### src/design/hpr_pkg.sv
/*
 * hpr_pkg: constants shared by the hub port boost, swap and
 * remap register block.
 * Assumes a 32-bit AHB-Lite bus; each register takes one aligned word
 * at byte address four times its index.
 */
package hpr_pkg;

	// ------------------------------------------------------------
	// register indices (byte address = index * 4)
	// ------------------------------------------------------------
	localparam logic [7:0] IDX_STATUS = 8'hf7;
	localparam logic [7:0] IDX_BOOST  = 8'hf8;
	localparam logic [7:0] IDX_CTRL   = 8'hf9;
	localparam logic [7:0] IDX_SWAP   = 8'hfa;
	localparam logic [7:0] IDX_REMAP  = 8'hfb;

	// ------------------------------------------------------------
	// address decode layout
	// ------------------------------------------------------------
	localparam int ADDR_IDX_LO = 2;
	localparam int ADDR_IDX_HI = 9;
	localparam int ADDR_TOP_LO = 10;

	// ------------------------------------------------------------
	// reset values
	// ------------------------------------------------------------
	localparam logic [7:0] RST_BOOST = 8'h00;
	localparam logic [7:0] RST_SWAP  = 8'h00;
	localparam logic [7:0] RST_REMAP = 8'h21;
	localparam logic [7:0] RST_CTRL  = 8'h00;

	// ------------------------------------------------------------
	// writable bit masks; other bits read zero
	// ------------------------------------------------------------
	localparam logic [7:0] MASK_BOOST = 8'h77;
	localparam logic [7:0] MASK_SWAP  = 8'h0e;
	localparam logic [7:0] MASK_REMAP = 8'hff;
	localparam logic [7:0] MASK_CTRL  = 8'h01;

	// ------------------------------------------------------------
	// field positions
	// ------------------------------------------------------------
	localparam int BOOST_ONE_LO = 0;
	localparam int BOOST_TWO_LO = 4;
	localparam int BOOST_W      = 3;
	localparam int SWAP_ONE_BIT = 1;
	localparam int SWAP_TWO_BIT = 2;
	localparam int SWAP_THR_BIT = 3;
	localparam int MAP_ONE_LO   = 0;
	localparam int MAP_TWO_LO   = 4;
	localparam int MAP_W        = 4;
	localparam int CTRL_EN_BIT  = 0;
	localparam int STAT_TWO_LO  = 4;
	localparam int STAT_CNT_LO  = 8;

	// ------------------------------------------------------------
	// boost codes and signed percent levels
	// ------------------------------------------------------------
	localparam logic [2:0] BST_NOM  = 3'h0;
	localparam logic [2:0] BST_M5   = 3'h1;
	localparam logic [2:0] BST_P10  = 3'h2;
	localparam logic [2:0] BST_P5   = 3'h3;
	localparam logic [2:0] BST_P20  = 3'h4;
	localparam logic [2:0] BST_P15  = 3'h5;
	localparam logic [2:0] BST_P25  = 3'h6;
	localparam logic signed [7:0] PCT_NOM = 8'sh00;
	localparam logic signed [7:0] PCT_M5  = -8'sh05;
	localparam logic signed [7:0] PCT_P5  = 8'sh05;
	localparam logic signed [7:0] PCT_P10 = 8'sh0a;
	localparam logic signed [7:0] PCT_P15 = 8'sh0f;
	localparam logic signed [7:0] PCT_P20 = 8'sh14;
	localparam logic signed [7:0] PCT_P25 = 8'sh19;

	// ------------------------------------------------------------
	// remap codes
	// ------------------------------------------------------------
	localparam logic [3:0] MAP_OFF   = 4'h0;
	localparam logic [3:0] MAP_MAXOK = 4'h3;
	localparam logic [3:0] DEF_ONE   = 4'h1;
	localparam logic [3:0] DEF_TWO   = 4'h2;

	localparam logic [1:0] HTRANS_NONSEQ = 2'h2;
	localparam logic [1:0] HRESP_OKAY    = 2'h0;
	localparam logic [31:0] WORD_ZERO    = 32'h0000_0000;

endpackage : hpr_pkg

### src/design/hpr_port_regs.sv
/*
 * hpr_port_regs: AHB-Lite register bank holding per-port HS drive boost,
 * DP/DM pin swap and physical-to-logical port renumbering for downstream
 * ports 1 and 2 (swap also for port 3).
 * Assumes a single AHB-Lite master, word transfers only, and transmit
 * data inputs coming from logic on core_clk.
 */
// Added by the designer: the AHB-Lite interface to the registers.
//
// Notes on behaviour
// - Boost bits 6:4 select the HS current boost of downstream port 2.
// - Boost bits 2:0 select the HS current boost of downstream port 1.
// - Boost codes map 0..5 to nominal,-5,+10,+5,+20,+15 percent, and 6 to +25.
// - A swap bit of 0 puts D+ on DP and D- on DM, and 1 exchanges them.
// - Swap bits 3,2,1 serve ports 3,2,1, and bits 7:4 and 0 are reserved.
// - The ports 1 and 2 remap register resets to identity, value 21 hex.
// - Remapping applies only while the renumbering enable is set.
// - Remap bits 7:4 assign physical port 2: 0 off, 1 to 3 logical ports.
// - The hub reports only its count of enabled ports, and the host numbers.
// - Remap bits 3:0 assign physical port 1: 0 off, 1 to 3 logical ports.
// - Remap codes 4 to 15 act exactly like the disabled code 0.
`timescale 1ns/1ps

module hpr_port_regs (
	input  wire logic             core_clk,
	input  wire logic             rst_n,
	input  wire logic             hsel,
	input  wire logic [31:0]      haddr,
	input  wire logic [1:0]       htrans,
	input  wire logic             hwrite,
	input  wire logic [2:0]       hsize,
	input  wire logic [31:0]      hwdata,
	input  wire logic             hready,
	output logic                  hreadyout,
	output logic [1:0]            hresp,
	output logic [31:0]           hrdata,
	input  wire logic [3:1]       txPlus,
	input  wire logic [3:1]       txMinus,
	output logic [3:1]            dpOut,
	output logic [3:1]            dmOut,
	output logic [2:0]            hs_current_boost_port_one,
	output logic [2:0]            hs_current_boost_port_two,
	output logic signed [7:0]     boostPctOne,
	output logic signed [7:0]     boostPctTwo,
	output logic [3:0]            logicalPortOne,
	output logic [3:0]            logicalPortTwo,
	output logic [1:0]            reportedPortCount
);
	import hpr_pkg::*;

	// ------------------------------------------------------------
	// state
	// ------------------------------------------------------------
	typedef struct packed {
		logic [7:0]  boost;
		logic [7:0]  swap;
		logic [7:0]  remap;
		logic [7:0]  ctrl;
		logic        wrPend;
		logic [7:0]  wrIdx;
		logic        wrTop;
		logic [31:0] rdata;
		logic [3:1]  dp;
		logic [3:1]  dm;
		logic [3:0]  mapOne;
		logic [3:0]  mapTwo;
		logic [1:0]  count;
		logic signed [7:0] pctOne;
		logic signed [7:0] pctTwo;
	} hpr_state_t;

	hpr_state_t state_q;
	hpr_state_t state_d;

	// ------------------------------------------------------------
	// functions
	// ------------------------------------------------------------
	// boost code to percent
	function automatic logic signed [7:0] boostPct(input logic [2:0] code);
		logic signed [7:0] pct;
		pct = PCT_NOM;
		case (code)
			BST_NOM: pct = PCT_NOM;
			BST_M5:  pct = PCT_M5;
			BST_P10: pct = PCT_P10;
			BST_P5:  pct = PCT_P5;
			BST_P20: pct = PCT_P20;
			BST_P15: pct = PCT_P15;
			BST_P25: pct = PCT_P25;
			default: pct = PCT_NOM;
		endcase
		return pct;
	endfunction : boostPct

	function automatic logic [3:0] mapCode(input logic [3:0] code);
		logic [3:0] res;
		res = MAP_OFF;
		if (code <= MAP_MAXOK) begin
			res = code;
		end
		return res;
	endfunction : mapCode

	function automatic logic [7:0] readReg(input hpr_state_t s, input logic [7:0] idx);
		logic [7:0] v;
		v = 8'h00;
		if (idx == IDX_BOOST) begin
			v = s.boost;
		end else if (idx == IDX_SWAP) begin
			v = s.swap;
		end else if (idx == IDX_REMAP) begin
			v = s.remap;
		end else if (idx == IDX_CTRL) begin
			v = s.ctrl;
		end
		return v;
	endfunction : readReg

	// ------------------------------------------------------------
	// next state
	// ------------------------------------------------------------
	logic        addrPhase;
	logic [7:0]  aIdx;
	logic        aTop;
	logic [31:0] statusWord;
	logic        enable;
	logic [3:0]  one;
	logic [3:0]  two;

	always_comb begin
		state_d = state_q;
		addrPhase = hsel && hready && (htrans == HTRANS_NONSEQ);
		aIdx = haddr[ADDR_IDX_HI:ADDR_IDX_LO];
		aTop = (haddr[31:ADDR_TOP_LO] == '0);
		statusWord = WORD_ZERO;
		enable = 1'b0;
		one = MAP_OFF;
		two = MAP_OFF;

		// data phase of a write; reserved bits masked off
		if (state_q.wrPend && state_q.wrTop) begin
			if (state_q.wrIdx == IDX_BOOST) begin
				state_d.boost = hwdata[7:0] & MASK_BOOST;
			end else if (state_q.wrIdx == IDX_SWAP) begin
				// swap bits 3 to 1 only
				state_d.swap = hwdata[7:0] & MASK_SWAP;
			end else if (state_q.wrIdx == IDX_REMAP) begin
				state_d.remap = hwdata[7:0] & MASK_REMAP;
			end else if (state_q.wrIdx == IDX_CTRL) begin
				state_d.ctrl = hwdata[7:0] & MASK_CTRL;
			end
		end

		// address phase
		state_d.wrPend = addrPhase && hwrite;
		state_d.wrIdx = aIdx;
		state_d.wrTop = aTop;

		// port outputs follow the updated registers
		// port two and port one boost fields
		state_d.pctTwo = boostPct(state_d.boost[BOOST_TWO_LO +: BOOST_W]);
		state_d.pctOne = boostPct(state_d.boost[BOOST_ONE_LO +: BOOST_W]);

		for (int p = SWAP_ONE_BIT; p <= SWAP_THR_BIT; p++) begin
			if (state_d.swap[p]) begin
				state_d.dp[p] = txMinus[p];
				state_d.dm[p] = txPlus[p];
			end else begin
				state_d.dp[p] = txPlus[p];
				state_d.dm[p] = txMinus[p];
			end
		end

		enable = state_d.ctrl[CTRL_EN_BIT];
		if (enable) begin
			one = mapCode(state_d.remap[MAP_ONE_LO +: MAP_W]);
			two = mapCode(state_d.remap[MAP_TWO_LO +: MAP_W]);
		end else begin
			one = DEF_ONE;
			two = DEF_TWO;
		end
		state_d.mapOne = one;
		state_d.mapTwo = two;

		// report only the enabled port count
		state_d.count = {1'b0, (one != MAP_OFF)} + {1'b0, (two != MAP_OFF)};

		statusWord[MAP_ONE_LO +: MAP_W] = one;
		statusWord[STAT_TWO_LO +: MAP_W] = two;
		statusWord[STAT_CNT_LO +: 2] = state_d.count;

		// read data from the updated copy, so a read right after a write sees it
		if (addrPhase && !hwrite) begin
			if (!aTop) begin
				state_d.rdata = WORD_ZERO;
			end else if (aIdx == IDX_STATUS) begin
				state_d.rdata = statusWord;
			end else begin
				state_d.rdata = {24'h00_0000, readReg(state_d, aIdx)};
			end
		end

		// ------------------------------------------------------------
		// reset
		// ------------------------------------------------------------
		if (!rst_n) begin
			state_d = '0;
			state_d.boost = RST_BOOST;
			state_d.swap = RST_SWAP;
			state_d.remap = RST_REMAP;
			state_d.ctrl = RST_CTRL;
			state_d.mapOne = DEF_ONE;
			state_d.mapTwo = DEF_TWO;
			state_d.count = 2'h2;
		end
	end

	always_ff @(posedge core_clk) begin
		state_q <= state_d;
	end

	// ------------------------------------------------------------
	// outputs
	// ------------------------------------------------------------
	assign hreadyout = 1'b1;
	assign hresp = HRESP_OKAY;
	assign hrdata = state_q.rdata;
	assign dpOut = state_q.dp;
	assign dmOut = state_q.dm;
	assign hs_current_boost_port_one = state_q.boost[BOOST_ONE_LO +: BOOST_W];
	assign hs_current_boost_port_two = state_q.boost[BOOST_TWO_LO +: BOOST_W];
	assign boostPctOne = state_q.pctOne;
	assign boostPctTwo = state_q.pctTwo;
	assign logicalPortOne = state_q.mapOne;
	assign logicalPortTwo = state_q.mapTwo;
	assign reportedPortCount = state_q.count;

endmodule : hpr_port_regs

### config.mk
export PLATFORM = sky130hd
export DESIGN_NAME = hpr_port_regs
export DESIGN_NICKNAME = d
export VERILOG_FILES = /design/src/design/hpr_pkg.sv /design/src/design/hpr_port_regs.sv
export SDC_FILE = /design/constraint.sdc
export NUM_CORES = 1
export LEC_CHECK = 0
export ABC_AREA = 1
export BUFFER_PORTS_ARGS = -buffer_cell sky130_fd_sc_hd__buf_2
export CAP_MARGIN = 20
export CORE_UTILIZATION = 49
export CTS_CLUSTER_SIZE = 30
export DETAILED_ROUTE_END_ITERATION = 16
export PLACE_DENSITY = 0.88
export REMOVE_ABC_BUFFERS = 1
export SLEW_MARGIN = 20
export SYNTH_ARGS = -nofsm -noshare
export SYNTH_HDL_FRONTEND = slang
export SYNTH_SLANG_ARGS = --single-unit
### constraint.sdc
create_clock -name core_clk -period 2.2 [get_ports core_clk]
set_input_delay 0.11 -clock core_clk [delete_from_list [all_inputs] [get_ports core_clk]]
set_output_delay 0.11 -clock core_clk [all_outputs]
set_load 0.005 [all_outputs]
==> flow_summary.yaml <==
sta:
  maxSlewViolCount: 0
  setup_viol: 0
  hold_violations: 0
  timing.fmax_mhz: 482
  fin_crit_ns: 2.08
  timing.final.crit_share_pct: 94.3
  whs_ns: 0.0375
  fin_setup_tns_ns: 0
  worst_clock_skew_ns: 0.00919
clock_tree:
  htreeDepth: 3
  cts_tree: "built"
  cts.sinks: 80
  clk_path_buf_depth: 2
  clk_pin_slew_worst_paths_ns: 0.09
  numCtsBuffers: 9
  clock_latency_ns: 0.36
  cts_root_buf: "clkbuf_8"
grt:
  grt_max_degree: 33
  grt_pass1_wl_mm: 15.4
  antenna_found_initial: 0
  grt.overflow.total: 0
  first_global_vias: 3280
  grtUsageTotal_pct: 23.4
pwr:
  ir_worst_vdd_uv: 431
  power-per-cell-area_mw_per_mm2: 632
  p_leak_nw: 2.33
  seq_power_share_pct: 50.4
  pwr-share-comb_pct: 6.1
  p_int_w: 0.00223
  p_sw_share_pct: 23.6
  pwr-share-clk_pct: 43.6
  switchingPower_w: 0.000691
placed_design:
  io_buffers: 98
  post-dp-hpwl_mm: 6.91
  place.gp.congestion: 0.916
worst_setup_path:
  cp_cell_sequence: "nand2_1 > nor2_8 > buf_4 > nand4_1 > or2_0 > o21ai_2 > nand2_1 > nand3_1 > a21oi_1"
  cp.arrival_ns: 2.33
  critPathKind: "flip-flop to flip-flop"
  max_stage_delay_ns: 0.37
  start_kind: "flip-flop"
  worst_path_max_delay_cell: "nand4_1"
  cpMostUsedCell: "nand2_1"
  critPathMaxFanout: 13
  critical-path-top-delay-family: "simple AND/OR/NAND/NOR gates"
  end_kind: "flip-flop"
  worstPathRequired_ns: 2.46
  critPathBufInv: 1
synthesis:
  synth_cells: 547
  synthFlopType: "dfxtp_1"
  ys_types: 39
  synth_edf_count: 0
  syn_area_mm2: 0.00401
  seq_area_frac_synth_pct: 39.9
  ys_top_cells_by_area: "dfxtp_1 (40%), buf_4 (14%), nand2_1 (10%)"
  syn_avg_cell_area_um2: 7.34
  netlist_top_cells_count: "nand2_1 (109), dfxtp_1 (80), buf_4 (73)"
  synth.top_cell.area_share_pct: 39.9
  synth.most_common_cell: "nand2_1"
  yosysWarnings: 0
  synth-async-reset-ratio_pct: 0
  ys_seq_elements: 80
  synth_area_leader_cell: "dfxtp_1"
detailed_routing:
  vias: 3538
  first_pass_iters: 6
  wl_per_cell_um: 12.9
  vias_per_cell: 4.83
  wirelength_mm: 9.43
  drtAntennaViolNets: 0
  drt_iter0_drc: 208
  drc: 0
final_layout:
  num-fill-cells: 723
  post-route-util_pct: 59.2
  layout.nets: 707
  num_antenna_cells: 0
  layout-drive-gt1-share_pct: 26.9
  area_delta_synth_final_pct: 15.3
floorplanning:
  ios: 153
  dieArea_mm2: 0.00855
  rows: 32
  coreArea_mm2: 0.00781
  die_w_um: 92.5
  initial_core_util_pct: 51.4
  die_h_um: 92.5
hold_path:
  worst_hold_path_type: "input pin to flip-flop"
run:
  cap_violations: 0
outcome:
  status: "completed"
-- worst min-delay path, cell delays in order --
cell and delay (ns):
buf_2 0.11, nand2_1 0.06, a21oi_1 0.07
-- what timing repair did --
item                                   in CTS  in global routing
hold buffers                               15                  0
endpoints found under the hold margin      14                  0
resized for setup                           0                  1
setup buffers                               0                  3
setup endpoints to repair                   0                  2
-- power by group through the flow --
stage	clock [W]	combinational [W]	sequential, W
after floorplan	0	0.0000669	0.00151
after global placement	0	0.000149	0.00150
after detailed placement	0	0.000153	0.00151
after CTS	0.00129	0.000173	0.00147
after global routing	0.00135	0.000197	0.00147
final	0.00127	0.000177	0.00147
-- sequential cells by signal (all words and copies together), names as in the netlist --
name / flops
state_q: 36
hrdata: 10
boostPctOne: 6
boostPctTwo: 6
logicalPortOne: 4
logicalPortTwo: 4
dmOut: 3
dpOut: 3
hs_current_boost_port_one: 3
hs_current_boost_port_two: 3
reportedPortCount: 2
-- per-stage QoR --
| step | instances | power (W) | cell area [um^2] | setup slack, ns |
|---|---|---|---|---|
| 2_1_floorplan | 490 | 0.00157 | 3520 | 0.282 |
| 3_3_place_gp | 699 | 0.00165 | 4210 | 0.245 |
| 3_5_place_dp | 699 | 0.00166 | 4210 | 0.207 |
| 4_1_cts | 730 | 0.00293 | 4600 | 0.191 |
| 5_1_grt | 733 | 0.00302 | 4630 | -0.00293 |
| 6_report | 733 | 0.00292 | 4630 | 0.125 |
-- layout make-up --
class	instances	area, um^2	area share (%)
flip-flops and latches	80	1600	34.6
repair buffers	125	743	16.1
inverters	58	218	4.71
multi-input cells	352	1700	36.7
well taps	102	128	2.76
clock buffers	10	138	2.98
clock inverters	6	100	2.16
-- logic make-up after synthesis --
kind of cell,synth area share (%)
buf+inv,20.3
simple gates,30.5
compound gates,8.54
flops,39.9
other cells,0.187
xor+xnor,0.218
fa+ha+maj,0.312
-- cell usage in the layout (no fill, tap or decap), types with 9 or more instances in the layout --
master,netlist,routed
o21ai_1,10,10
conb_1,2,29
buf_4,73,11
o21ai_0,9,9
nand3_1,42,42
nand2_1,109,109
nand4_1,11,11
buf_2,1,98
nor2_1,63,63
nand2_2,11,11
a21oi_1,20,20
clkbuf_8,0,10
dfxtp_1,80,79
dlygate4sd3_1,0,15
inv_1,52,52
-- final timing paths --
check | start | endpoint | slack [ns] | cells after the start
worst max-delay path | state_q[72]$_SDFF_PN0_ | hrdata[3]$_SDFFE_PN0P_ | 0.12 | 9
worst min-delay path | txMinus[1] | dmOut[1]$_SDFF_PN0_ | 0.04 | 3
worst max register to register | state_q[72]$_SDFF_PN0_ | hrdata[3]$_SDFFE_PN0P_ | 0.12 | 9
worst min register to register | state_q[97]$_SDFF_PN0_ | state_q[97]$_SDFF_PN0_ | 0.44 | 2
-- layer usage --
metal,up-vias,part of all wire (%),global-route usage [%]
met1,1612,42,27.9
li1,1777,-,-
met4,0,2.0,12.4
met3,15,5.3,3.78
met5,-,0,0
met2,134,51,40.2
(Power assumes the default switching activity.)
